--- src/common/crssc_consts.svh ---
// Offsets, scope masks, field positions, reset values and timing counts of the reset scope controller.
`ifndef CRSSC_CONSTS_SVH
`define CRSSC_CONSTS_SVH

`define CRSSC_CLK_HZ 10000000
`define CRSSC_KEY_HOLD_S 10
`define CRSSC_RESET_PULSE_CYCLES 16

`define CRSSC_OFS_CTRL 8'h00
`define CRSSC_OFS_CAUSE 8'h04
`define CRSSC_OFS_CAUSE_CLEAR 8'h08
`define CRSSC_OFS_HP_MOD_RESET 8'h0c
`define CRSSC_OFS_LP_MOD_RESET 8'h10
`define CRSSC_OFS_STATUS 8'h14

`define CRSSC_CTRL_REBOOT 0
`define CRSSC_CTRL_HP_WIDEN 1
`define CRSSC_CTRL_LP_WIDEN 2
`define CRSSC_CTRL_RESET 3'h0

`define CRSSC_CAUSE_KEY 0
`define CRSSC_CAUSE_LOWBAT 1
`define CRSSC_CAUSE_INDEPENDENT_WATCHDOG 2
`define CRSSC_CAUSE_HP_WDT 3
`define CRSSC_CAUSE_LP_WDT 4
`define CRSSC_CAUSE_RESET 5'h00

`define CRSSC_RG_HP_CPU 0
`define CRSSC_RG_HP_SRAM_RET 1
`define CRSSC_RG_HP_SRAM_NORET 2
`define CRSSC_RG_HP_PERIPH 3
`define CRSSC_RG_HP_AON 4
`define CRSSC_RG_LP_CPU 5
`define CRSSC_RG_LP_SRAM_RET 6
`define CRSSC_RG_LP_SRAM_NORET 7
`define CRSSC_RG_LP_PERIPH 8
`define CRSSC_RG_LP_AON 9
`define CRSSC_RG_POWER_MANAGEMENT_CONTROLLER 10
`define CRSSC_RG_RTC 11
`define CRSSC_RG_INDEPENDENT_WATCHDOG 12

`define CRSSC_SCOPE_ALL 13'h1fff
`define CRSSC_SCOPE_KEEP_RTC_INDEPENDENT_WATCHDOG 13'h07ff
`define CRSSC_SCOPE_KEEP_AON_CORE 13'h03ff
`define CRSSC_SCOPE_HP_WDT 13'h0009
`define CRSSC_SCOPE_LP_WDT 13'h0120
`define CRSSC_SCOPE_HP_SYSRST 13'h0009
`define CRSSC_SCOPE_LP_SYSRST 13'h0120
`define CRSSC_SCOPE_HP_STANDBY 13'h000d
`define CRSSC_SCOPE_LP_STANDBY 13'h01a0

`define CRSSC_RESP_OKAY 2'h0
`define CRSSC_RESP_DECERR 2'h3

`endif

--- src/common/crssc_pkg.sv ---
// Types shared by the reset scope controller.
package crssc_pkg;
    typedef logic [12:0] crssc_scope_t;
    typedef enum logic [3:0] {
        CRSSC_SRC_KEY = 4'b0000,
        CRSSC_SRC_SUPPLY_DROP = 4'b0001,
        CRSSC_SRC_LOW_BAT = 4'b0010,
        CRSSC_SRC_INDEPENDENT_WATCHDOG = 4'b0011,
        CRSSC_SRC_HP_WDT = 4'b0100,
        CRSSC_SRC_LP_WDT = 4'b0101,
        CRSSC_SRC_HP_SYSREQ = 4'b0110,
        CRSSC_SRC_LP_SYSREQ = 4'b0111,
        CRSSC_SRC_HIB_WAKE = 4'b1000,
        CRSSC_SRC_HP_STBY_WAKE = 4'b1001,
        CRSSC_SRC_LP_STBY_WAKE = 4'b1010,
        CRSSC_SRC_INDEPENDENT_WATCHDOG_CLR = 4'b1011
    } crssc_src_t;
endpackage : crssc_pkg

--- src/hw/crssc_top.sv ---
// Reset source collector and scoped reset driver with cause flags and an AXI4-Lite register port.
//
// Functional notes
// - Power-up asserts a reset over every region including the always-on domain.
// - A system supply drop asserts a reset over every region.
// - Power key held high over ten seconds resets all but clock and independent watchdog.
// - Key hold reset sets a sticky cause flag; its clear control clears it.
// - Low battery resets all but clock and watchdog; sets sticky flag, clear control clears.
// - Independent watchdog timeout resets all but clock and watchdog; flag cleared by watchdog.
// - HP watchdog timeout by default resets only the HP processor and HP peripherals.
// - HP widen enable set: HP watchdog resets all but controller, clock, watchdog; sets flag.
// - LP watchdog timeout by default resets LP processor and peripherals, not LP always-on.
// - LP widen enable set: LP watchdog resets all but controller, clock, watchdog; sets flag.
// - Writing 1 to the reboot bit resets all but controller, clock and watchdog.
// - Reboot bit reads 1 afterwards; it must be written 0 before rebooting again.
// - HP processor or debugger system reset request resets only the HP processor and HP peripherals.
// - LP processor or debugger system reset request resets only the LP processor and LP peripherals.
// - Per-module reset bits let software reset a single module alone.
// - Hibernate wake-up resets all but controller, clock and independent watchdog.
// - HP standby wake-up resets the HP processor, non-retention memory and peripherals only.
// - LP standby wake-up resets the LP processor, non-retention memory and peripherals only.
`timescale 1ns/1ns
`include "crssc_consts.svh"

module crssc_top
    import crssc_pkg::*;
#(
    parameter int unsigned KEY_HOLD_CYCLES = `CRSSC_KEY_HOLD_S * `CRSSC_CLK_HZ,
    parameter int unsigned KEY_CNT_W = 27,
    parameter int unsigned MOD_W = 32,
    parameter int unsigned ADDR_W = 8
) (
    input wire logic ref_clk,
    input wire logic rst,
    input wire logic power_key_input,
    input wire logic system_supply_drop,
    input wire logic low_battery,
    input wire logic indep_watchdog_timeout,
    input wire logic indep_watchdog_irq_clear,
    input wire logic hp_watchdog_timeout,
    input wire logic lp_watchdog_timeout,
    input wire logic hp_core_system_reset_request,
    input wire logic lp_core_system_reset_request,
    input wire logic hibernate_wake,
    input wire logic hp_standby_wake,
    input wire logic lp_standby_wake,
    output logic [12:0] region_reset,
    output logic [MOD_W-1:0] hp_module_reset,
    output logic [MOD_W-1:0] lp_module_reset,
    input wire logic [ADDR_W-1:0] s_axi_awaddr,
    input wire logic s_axi_awvalid,
    output logic s_axi_awready,
    input wire logic [31:0] s_axi_wdata,
    input wire logic [3:0] s_axi_wstrb,
    input wire logic s_axi_wvalid,
    output logic s_axi_wready,
    output logic [1:0] s_axi_bresp,
    output logic s_axi_bvalid,
    input wire logic s_axi_bready,
    input wire logic [ADDR_W-1:0] s_axi_araddr,
    input wire logic s_axi_arvalid,
    output logic s_axi_arready,
    output logic [31:0] s_axi_rdata,
    output logic [1:0] s_axi_rresp,
    output logic s_axi_rvalid,
    input wire logic s_axi_rready
);

    localparam int unsigned NSRC = 12;
    localparam logic [KEY_CNT_W-1:0] KEY_LIMIT = KEY_CNT_W'(KEY_HOLD_CYCLES);
    localparam logic [4:0] PULSE = 5'(`CRSSC_RESET_PULSE_CYCLES);

    logic [NSRC-1:0] ext_in;
    logic [NSRC-1:0] sync1;
    logic [NSRC-1:0] sync2;
    logic [NSRC-1:0] sync3;
    logic [NSRC-1:0] rise;
    logic [KEY_CNT_W-1:0] key_cnt;
    logic key_fired;
    logic key_evt;
    logic [2:0] ctrl;
    logic [4:0] cause;
    logic reboot_fire;
    logic [4:0] pulse_cnt;
    crssc_scope_t next_scope;
    logic wr_fire;
    logic rd_fire;
    logic [ADDR_W-3:0] wr_idx;
    logic [ADDR_W-3:0] rd_idx;
    logic [4:0] cause_set;
    logic [4:0] cause_clr;

    assign ext_in = {indep_watchdog_irq_clear, lp_standby_wake, hp_standby_wake, hibernate_wake,
                     lp_core_system_reset_request, hp_core_system_reset_request, lp_watchdog_timeout,
                     hp_watchdog_timeout, indep_watchdog_timeout, low_battery, system_supply_drop,
                     power_key_input};

    // Every source may come from another domain, so all pass two flops; edges compare the second stage with a third flop.
    genvar gi;
    generate
        for (gi = 0; gi < NSRC; gi++) begin : g_sync
            always_ff @(posedge ref_clk) begin
                if (rst) begin
                    sync1[gi] <= 1'b0;
                    sync2[gi] <= 1'b0;
                    sync3[gi] <= 1'b0;
                end else begin
                    sync1[gi] <= ext_in[gi];
                    sync2[gi] <= sync1[gi];
                    sync3[gi] <= sync2[gi];
                end
            end
            assign rise[gi] = sync2[gi] & ~sync3[gi];
        end
    endgenerate

    // The key must be released before a second hold can fire, so a stuck key gives one reset only.
    always_ff @(posedge ref_clk) begin
        if (rst || !sync2[CRSSC_SRC_KEY]) begin
            key_cnt <= '0;
            key_fired <= 1'b0;
            key_evt <= 1'b0;
        end else if (!key_fired && key_cnt == KEY_LIMIT) begin
            key_fired <= 1'b1;
            key_evt <= 1'b1;
        end else begin
            key_evt <= 1'b0;
            if (!key_fired) begin
                key_cnt <= key_cnt + 1'b1;
            end
        end
    end

    assign wr_fire = s_axi_awready & s_axi_awvalid & s_axi_wvalid;
    assign rd_fire = s_axi_arready & s_axi_arvalid;
    assign wr_idx = s_axi_awaddr[ADDR_W-1:2];
    assign rd_idx = s_axi_araddr[ADDR_W-1:2];

    always_comb begin
        next_scope = '0;
        if (rise[CRSSC_SRC_SUPPLY_DROP]) begin
            next_scope = next_scope | `CRSSC_SCOPE_ALL;
        end
        if (key_evt || rise[CRSSC_SRC_LOW_BAT] || rise[CRSSC_SRC_INDEPENDENT_WATCHDOG]) begin
            next_scope = next_scope | `CRSSC_SCOPE_KEEP_RTC_INDEPENDENT_WATCHDOG;
        end
        if (rise[CRSSC_SRC_HP_WDT]) begin
            next_scope = next_scope | (ctrl[`CRSSC_CTRL_HP_WIDEN] ? `CRSSC_SCOPE_KEEP_AON_CORE
                                                                  : `CRSSC_SCOPE_HP_WDT);
        end
        if (rise[CRSSC_SRC_LP_WDT]) begin
            next_scope = next_scope | (ctrl[`CRSSC_CTRL_LP_WIDEN] ? `CRSSC_SCOPE_KEEP_AON_CORE
                                                                  : `CRSSC_SCOPE_LP_WDT);
        end
        if (reboot_fire || rise[CRSSC_SRC_HIB_WAKE]) begin
            next_scope = next_scope | `CRSSC_SCOPE_KEEP_AON_CORE;
        end
        if (rise[CRSSC_SRC_HP_SYSREQ]) begin
            next_scope = next_scope | `CRSSC_SCOPE_HP_SYSRST;
        end
        if (rise[CRSSC_SRC_LP_SYSREQ]) begin
            next_scope = next_scope | `CRSSC_SCOPE_LP_SYSRST;
        end
        if (rise[CRSSC_SRC_HP_STBY_WAKE]) begin
            next_scope = next_scope | `CRSSC_SCOPE_HP_STANDBY;
        end
        if (rise[CRSSC_SRC_LP_STBY_WAKE]) begin
            next_scope = next_scope | `CRSSC_SCOPE_LP_STANDBY;
        end
    end

    // A new event during a pulse merges its scope and restarts the pulse, so no region is cut short.
    always_ff @(posedge ref_clk) begin
        if (rst) begin
            region_reset <= `CRSSC_SCOPE_ALL;
            pulse_cnt <= PULSE;
        end else if (next_scope != '0) begin
            region_reset <= (pulse_cnt != '0 ? region_reset : '0) | next_scope;
            pulse_cnt <= PULSE;
        end else if (pulse_cnt != '0) begin
            pulse_cnt <= pulse_cnt - 1'b1;
            if (pulse_cnt == 5'h01) begin
                region_reset <= '0;
            end
        end
    end

    // Control bits live in the power controller and fall back to defaults whenever its region is reset.
    always_ff @(posedge ref_clk) begin
        reboot_fire <= 1'b0;
        if (rst || next_scope[`CRSSC_RG_POWER_MANAGEMENT_CONTROLLER]) begin
            ctrl <= `CRSSC_CTRL_RESET;
        end else if (wr_fire && wr_idx == `CRSSC_OFS_CTRL >> 2 && s_axi_wstrb[0]) begin
            ctrl <= s_axi_wdata[2:0];
            reboot_fire <= s_axi_wdata[`CRSSC_CTRL_REBOOT] & ~ctrl[`CRSSC_CTRL_REBOOT];
        end
    end

    always_comb begin
        cause_set = '0;
        cause_set[`CRSSC_CAUSE_KEY] = key_evt;
        cause_set[`CRSSC_CAUSE_LOWBAT] = rise[CRSSC_SRC_LOW_BAT];
        cause_set[`CRSSC_CAUSE_INDEPENDENT_WATCHDOG] = rise[CRSSC_SRC_INDEPENDENT_WATCHDOG];
        cause_set[`CRSSC_CAUSE_HP_WDT] = rise[CRSSC_SRC_HP_WDT] & ctrl[`CRSSC_CTRL_HP_WIDEN];
        cause_set[`CRSSC_CAUSE_LP_WDT] = rise[CRSSC_SRC_LP_WDT] & ctrl[`CRSSC_CTRL_LP_WIDEN];
        cause_clr = '0;
        if (wr_fire && wr_idx == `CRSSC_OFS_CAUSE_CLEAR >> 2 && s_axi_wstrb[0]) begin
            cause_clr = s_axi_wdata[4:0] & 5'h1b;
        end
        cause_clr[`CRSSC_CAUSE_INDEPENDENT_WATCHDOG] = rise[CRSSC_SRC_INDEPENDENT_WATCHDOG_CLR];
    end

    // Only a full supply reset wipes the flags; set wins over a clear in the same cycle.
    always_ff @(posedge ref_clk) begin
        if (rst || rise[CRSSC_SRC_SUPPLY_DROP]) begin
            cause <= `CRSSC_CAUSE_RESET;
        end else begin
            cause <= (cause & ~cause_clr) | cause_set;
        end
    end

    always_ff @(posedge ref_clk) begin
        if (rst || region_reset[`CRSSC_RG_HP_PERIPH]) begin
            hp_module_reset <= '0;
        end else if (wr_fire && wr_idx == `CRSSC_OFS_HP_MOD_RESET >> 2) begin
            for (int b = 0; b < MOD_W / 8; b++) begin
                if (s_axi_wstrb[b]) begin
                    hp_module_reset[b*8 +: 8] <= s_axi_wdata[b*8 +: 8];
                end
            end
        end
    end

    always_ff @(posedge ref_clk) begin
        if (rst || region_reset[`CRSSC_RG_LP_PERIPH]) begin
            lp_module_reset <= '0;
        end else if (wr_fire && wr_idx == `CRSSC_OFS_LP_MOD_RESET >> 2) begin
            for (int b = 0; b < MOD_W / 8; b++) begin
                if (s_axi_wstrb[b]) begin
                    lp_module_reset[b*8 +: 8] <= s_axi_wdata[b*8 +: 8];
                end
            end
        end
    end

    // Address and data are taken together, one cycle after both are offered.
    always_ff @(posedge ref_clk) begin
        if (rst) begin
            s_axi_awready <= 1'b0;
            s_axi_wready <= 1'b0;
            s_axi_bvalid <= 1'b0;
            s_axi_bresp <= `CRSSC_RESP_OKAY;
        end else begin
            s_axi_awready <= s_axi_awvalid & s_axi_wvalid & ~s_axi_awready & ~s_axi_bvalid;
            s_axi_wready <= s_axi_awvalid & s_axi_wvalid & ~s_axi_awready & ~s_axi_bvalid;
            if (wr_fire) begin
                s_axi_bvalid <= 1'b1;
                s_axi_bresp <= (wr_idx <= `CRSSC_OFS_STATUS >> 2) ? `CRSSC_RESP_OKAY : `CRSSC_RESP_DECERR;
            end else if (s_axi_bready) begin
                s_axi_bvalid <= 1'b0;
            end
        end
    end

    always_ff @(posedge ref_clk) begin
        if (rst) begin
            s_axi_arready <= 1'b0;
            s_axi_rvalid <= 1'b0;
            s_axi_rdata <= 32'h0000_0000;
            s_axi_rresp <= `CRSSC_RESP_OKAY;
        end else begin
            s_axi_arready <= s_axi_arvalid & ~s_axi_arready & ~s_axi_rvalid;
            if (rd_fire) begin
                s_axi_rvalid <= 1'b1;
                s_axi_rresp <= `CRSSC_RESP_OKAY;
                s_axi_rdata <= 32'h0000_0000;
                if (rd_idx == `CRSSC_OFS_CTRL >> 2) begin
                    s_axi_rdata[2:0] <= ctrl;
                end else if (rd_idx == `CRSSC_OFS_CAUSE >> 2) begin
                    s_axi_rdata[4:0] <= cause;
                end else if (rd_idx == `CRSSC_OFS_HP_MOD_RESET >> 2) begin
                    s_axi_rdata[MOD_W-1:0] <= hp_module_reset;
                end else if (rd_idx == `CRSSC_OFS_LP_MOD_RESET >> 2) begin
                    s_axi_rdata[MOD_W-1:0] <= lp_module_reset;
                end else if (rd_idx == `CRSSC_OFS_STATUS >> 2) begin
                    s_axi_rdata[12:0] <= region_reset;
                end else if (rd_idx != `CRSSC_OFS_CAUSE_CLEAR >> 2) begin
                    s_axi_rresp <= `CRSSC_RESP_DECERR;
                end
            end else if (s_axi_rready) begin
                s_axi_rvalid <= 1'b0;
            end
        end
    end
endmodule : crssc_top

--- config.mk ---
export PLATFORM = sky130hd
export DESIGN_NAME = crssc_top
export DESIGN_NICKNAME = d
export VERILOG_FILES = /design/src/common/crssc_pkg.sv /design/src/hw/crssc_top.sv
export VERILOG_INCLUDE_DIRS = /design/src /design/src/common
export SDC_FILE = /design/constraint.sdc
export NUM_CORES = 1
export LEC_CHECK = 0
export BUFFER_PORTS_ARGS = -buffer_cell sky130_fd_sc_hd__buf_4
export CORE_MARGIN = 2
export CORE_UTILIZATION = 55
export CTS_BUF_LIST = sky130_fd_sc_hd__clkbuf_4
export CTS_CLUSTER_SIZE = 16
export DETAILED_ROUTE_END_ITERATION = 10
export PLACE_DENSITY = 0.87
export REMOVE_ABC_BUFFERS = 1
export SYNTH_ARGS = -nofsm -noshare
export SYNTH_HDL_FRONTEND = slang
export SYNTH_SLANG_ARGS = --single-unit
--- constraint.sdc ---
create_clock -name ref_clk -period 2.1 [get_ports ref_clk]
set_input_delay 0.21 -clock ref_clk [delete_from_list [all_inputs] [get_ports ref_clk]]
set_output_delay 0.21 -clock ref_clk [all_outputs]
set_load 0.01 [all_outputs]
# After elaboration in Yosys (flattened, before gate mapping)
# Cells that the tools add are included.
dict set report totals {
  reg_bits 195
  output_inout_bits 118
  elab_cells 191
}
dict set report op_classes {
  addsub 2
  magnitude_cmp 1
  n_eq_ne 10
  n_mux 36
  bitwise_logic 47
  n_reduce_logical 37
}
# cell n
set op_table {}
lappend op_table {{two-way mux 13 bit} 9}
lappend op_table {{two-way mux 32 bit} 1}
lappend op_table {{two-way mux 10 bit} 3}
lappend op_table {{two-way mux 29 bit} 1}
lappend op_table {{adder 27 x 1 -> 27 bit, second input constant} 1}
lappend op_table {{== test 27 bit, second input constant} 1}
lappend op_table {{two-way mux 27 bit} 1}
lappend op_table {{OR 13 x 10 -> 13 bit} 2}
lappend op_table {{AND 1 bit} 22}
lappend op_table {{AND reduction 2 bit} 10}
lappend op_table {{two-way mux 19 bit} 1}
lappend op_table {{NOT 1 bit} 19}
lappend op_table {{== test 6 x 2 -> 1 bit, second input constant} 3}
lappend op_table {{== test 6 x 3 -> 1 bit, second input constant} 3}
lappend op_table {{two-way mux 9 bit} 2}
lappend op_table {{two-way mux 2 bit} 7}
lappend op_table {{OR 13 bit} 1}
lappend op_table {{nonzero test 13 bit} 1}
lappend op_table {{logical NOT 6 bit} 2}
lappend op_table {{two-way mux 11 bit} 1}
lappend op_table {{two-way mux 5 bit} 2}
lappend op_table {{logical OR 1 bit} 8}
lappend op_table {{two-way mux 4 bit} 2}
lappend op_table {{nonzero test 2 bit} 4}
lappend op_table {{14 further kinds} 26}

# Depth between registers and ports, before layout
dict set report logic_depth {
  ltp_word 17
  ltp_mapped 8
  ltp_nobuf 7
}

# Worst setup path before layout
# Ideal clock, no wire load.
dict set report synth_timing {
  path_kind {register -> register}
  from {register sync2[5]}
  to {register region_reset[10]}
  t_arrival_ns 1.669
  t_required_ns 1.956
  path_slack_ns 0.286
  path_stages_with_launch 7
  n_path_buf 1
  path_cell_list {dfxtp_1 nor2b_1 a2111oi_0 nand3_1 clkbuf_1 nor2_1 o221ai_1}
}
dict set report synth_via {
  elab_chain_cells 10
  word_cells_on_any_way 13
  classes_between {7 x mux; 2 x bitwise; 4 x reduce/logical}
}
# item line_no
set synth_rtl {}
lappend synth_rtl {{start, declared} crssc_top.sv:75} ;# logic [NSRC-1:0] sync2;
lappend synth_rtl {{start signal, assigned by index} crssc_top.sv:109} ;# sync2[gi] <= sync1[gi];
lappend synth_rtl {{AND 1 bit (*)} crssc_top.sv:113} ;# assign rise[gi] = sync2[gi] & ~sync3[gi];
lappend synth_rtl {{two-way mux 13 bit (*)} crssc_top.sv:151} ;# if (rise[CRSSC_SRC_LP_WDT]) begin
lappend synth_rtl {{two-way mux 10 bit} crssc_top.sv:155} ;# if (reboot_fire || rise[CRSSC_SRC_HIB_WAKE]) begin
lappend synth_rtl {{two-way mux 4 bit} crssc_top.sv:158} ;# if (rise[CRSSC_SRC_HP_SYSREQ]) begin
lappend synth_rtl {{two-way mux 9 bit} crssc_top.sv:161} ;# if (rise[CRSSC_SRC_LP_SYSREQ]) begin
lappend synth_rtl {{two-way mux 4 bit} crssc_top.sv:164} ;# if (rise[CRSSC_SRC_HP_STBY_WAKE]) begin
lappend synth_rtl {{two-way mux 9 bit} crssc_top.sv:167} ;# if (rise[CRSSC_SRC_LP_STBY_WAKE]) begin
lappend synth_rtl {{nonzero test 13 bit} crssc_top.sv:177} ;# end else if (next_scope != '0) begin
lappend synth_rtl {{nonzero test 2 bit (no line)} --}
lappend synth_rtl {{AND reduction 2 bit (no line)} --}
lappend synth_rtl {{end signal, assigned} crssc_top.sv:175} ;# region_reset <= `CRSSC_SCOPE_ALL;
lappend synth_rtl {{end signal, assigned} crssc_top.sv:178} ;# region_reset <= (pulse_cnt != '0 ? region_reset : '0) | next_scope;
lappend synth_rtl {{end, declared} crssc_top.sv:47} ;# output logic [12:0] region_reset,
# Every way passes the cells marked *; elsewhere a longest branch is shown, timed or not.
# A chain may end at the register's enable or synchronous reset.

==> impl_metrics.yaml <==
yosys:
  syn_area_um2: 7843
  ys_ff_latch: 193
  yosysWarnings: 0
  synthCells: 867
  ys_types: 63
  avgSynthCellArea_um2: 9.046
  async_flop_share: 0
  synth_top_area_share: 0.4927
  synth.area.top_cells: "dfxtp_1, a21oi_1, nand3_1, nand2_1, nor2_1"
  synth-edff-count: 0
  ys.flop_type: "dfxtp_1"
  yosysSeqAreaShare: 0.4927
  synth_area_leader_cell: "dfxtp_1"
worst_setup_path:
  r2r_slack_ns: 0.08
  worst_setup_path_end_kind: "flip-flop"
  crit_arrival_ns: 2.54
  worstSetupStartpoint: "s_axi_wready$_SDFF_PP0_"
  r2r_start: "s_axi_wready$_SDFF_PP0_"
  cp_data_required_time_ns: 2.62
  rr_endpoint: "lp_module_reset[28]$_SDFFE_PP0P_"
  crit_type: "flip-flop to flip-flop"
  ff2ff_path_depth: 6
  critPathMaxFanout: 18
  cp-start-kind: "flip-flop"
floorplanning:
  start_util: 0.5650
  dieArea_um2: 15230
  fp.dieW_um: 123.4
  fp.dieH_um: 123.4
  ios: 189
  core_um2: 13880
  rows: 43
power:
  cellPowerDensity_nw_per_um2: 618.5
  ir_drop_mv: 0.3625
  switching_share: 0.2417
  clockPowerShare: 0.321
  internal-power_uw: 4877
  seqPwrFrac: 0.585
  p_leak_uw: 0.004085
  report.power.total_uw: 6432
  comb_power_share: 0.094
  p_switching_uw: 1555
global_route:
  grt_pass1_vias: 7045
  grt_max_degree: 40
  track_usage: 0.2978
  grt_pass1_wl_um: 35090
  grt_util_met1: 0.3538
  grt-ovfl-total: 0
  antenna_found_initial: 0
  busiest_layer: "met2"
  grtUsageMet3: 0.08210
  grt_use_met2: 0.4900
clock_network:
  worstSkewPairLatency_ns: 0.59
  clkSlewWorstSetupHoldPaths_ns: 0.15
  cts_buffers: 17
  cts_num_sinks: 193
  htree_levels: 4
  cts_root_buffer: "clkbuf_4"
  cts_tree: "yes"
  cts_buffer_depth: 2
timing:
  setup_slack_ns: 0.08204
  period_minus_slack_ns: 2.018
  max-slew-margin-rel: 0.5248
  hold_violations: 0
  max_freq_mhz: 495.6
  worstMarginPinSlew_ns: 0.7127
  drv_slew: 0
  final-setup-viol-count: 0
  fin_worst_skew_ns: 0.01977
  post-route-period-util: 0.9609
min_path:
  worstHoldEndpoint: "s_axi_rresp[0]$_SDFFE_PP0P_"
  hold_class: "primary input to flip-flop"
  worstHoldStart: "s_axi_araddr[4]"
  hold_path_depth: 3
finish:
  final_layout_size_suffix_gt1_frac: 0.2614
  multiInputGateArea_um2: 3645
  layout.nets: 1181
  seqCellArea_um2: 3865
  syn2layout_area_growth_pct: 32.59
  diodes: 0
  nFillCells: 935
  layout_commonest_cell: "buf_4"
  layout_common_cells: "buf_4, dfxtp_1, nand2_1"
  fin_area_um2: 10400
placement:
  place_hpwl_um: 15190
  placed_area_um2: 9437
  place_ws_ns: 0.1171
  port-buffer-count: 184
  place.gp.congestion: 0.8801
routing:
  routedWlPerCell_um: 17.82
  vias: 7482
  initialDrtViolationCount: 739
  wirelength_um: 23120
  first_pass_iters: 5
  avgViaCountPerCell: 5.769
  drt_drc_violations_left: 0
  ant_nets: 0
run:
  drv_cap: 0
run_status:
  status: "finished, final reports clean"
per-layer routing:
metal	vias up	part of all wire
met5	-	0
met4	0	0.044
met3	94	0.092
met2	392	0.48
met1	3494	0.38
li1	3502	-
state kept, by name, indices dropped and copies added, names as in the netlist, 5 cells and up:
register         count
sync1               12
sync3               11
s_axi_rdata         32
hp_module_reset     32
sync2               12
cause                5
pulse_cnt            5
lp_module_reset     32
region_reset        13
key_cnt             27
worst max-delay path, stage by stage (launching register included):
cell	delay, ns
dfxtp_2	0.41
nand3_2	0.13
nor4b_4	0.32
buf_12	0.21
nand3_1	0.10
dlygate4sd3_1	0.59
a21oi_1	0.16
repair_timing:
action	in CTS	in global routing
endpoints found under the hold margin	90	0
hold buffers	63	0
gates resized for setup	0	4
setup buffers	0	1
endpoints found under the setup margin	0	25
stage by stage:
stage / utilization / hold WS [ns] / instances / TNS (ns)
6_report: 0.7491 / 0.04242 / 1297 / 0
5_1_grt: 0.7491 / 0.01982 / 1297 / -0.002661
4_1_cts: 0.7459 / 0.01134 / 1295 / 0
3_5_place_dp: 0.6798 / 0.4212 / 1202 / 0
3_3_place_gp: 0.6798 / 0.4161 / 1202 / 0
2_1_floorplan: - / 0.2724 / 811 / -53.28
cells by family (layout without fill, tap and decap cells):
kind of cell	after synthesis	after routing	share of synthesized area
fa+ha+maj	4	4	0.006382
compound gates	168	168	0.1512
buf+inv	84	334	0.04659
simple gates	362	362	0.2353
flops	193	193	0.4927
mux	29	29	0.03765
xor+xnor	27	27	0.03015
cells in the mapped netlist (all sizes together), types with 20 or more instances:
master / number
buf: 20
clkbuf: 36
nor2b: 40
dfxtp: 193
a21oi: 78
mux2i: 25
nor2: 82
nand2: 88
a22oi: 26
inv: 28
nand3: 68
final cells by class:
cell class / count / area share
timing repair buffer: 276 / 0.2185
sequential: 193 / 0.3717
multi-input combinational: 590 / 0.3505
tap: 180 / 0.02166
clock inverter: 10 / 0.01312
clock buffer: 20 / 0.01444
inverter: 28 / 0.01011
worst max-delay path by stage:
| stage | to | cells after the start |
|---|---|---|
| 2_1_floorplan | lp_module_reset[0]$_SDFFE_PP0P_ | 5 |
| 3_3_place_gp | s_axi_rdata[0]$_SDFFE_PP0P_ | 7 |
| 3_5_place_dp | s_axi_rdata[2]$_SDFFE_PP0P_ | 7 |
| 4_1_cts | lp_module_reset[29]$_SDFFE_PP0P_ | 6 |
| 5_1_grt | lp_module_reset[28]$_SDFFE_PP0P_ | 6 |
| 6_report | lp_module_reset[28]$_SDFFE_PP0P_ | 6 |
power by group through the flow:
stage | clock (uW) | sequential, uW | combinational (uW)
6_report | 2060 | 3760 | 607
5_1_grt | 2220 | 3770 | 651
4_1_cts | 2070 | 3760 | 593
3_5_place_dp | 0 | 3840 | 502
3_3_place_gp | 0 | 3840 | 495
2_1_floorplan | 0 | 3840 | 199
(Power assumes the default switching activity.)
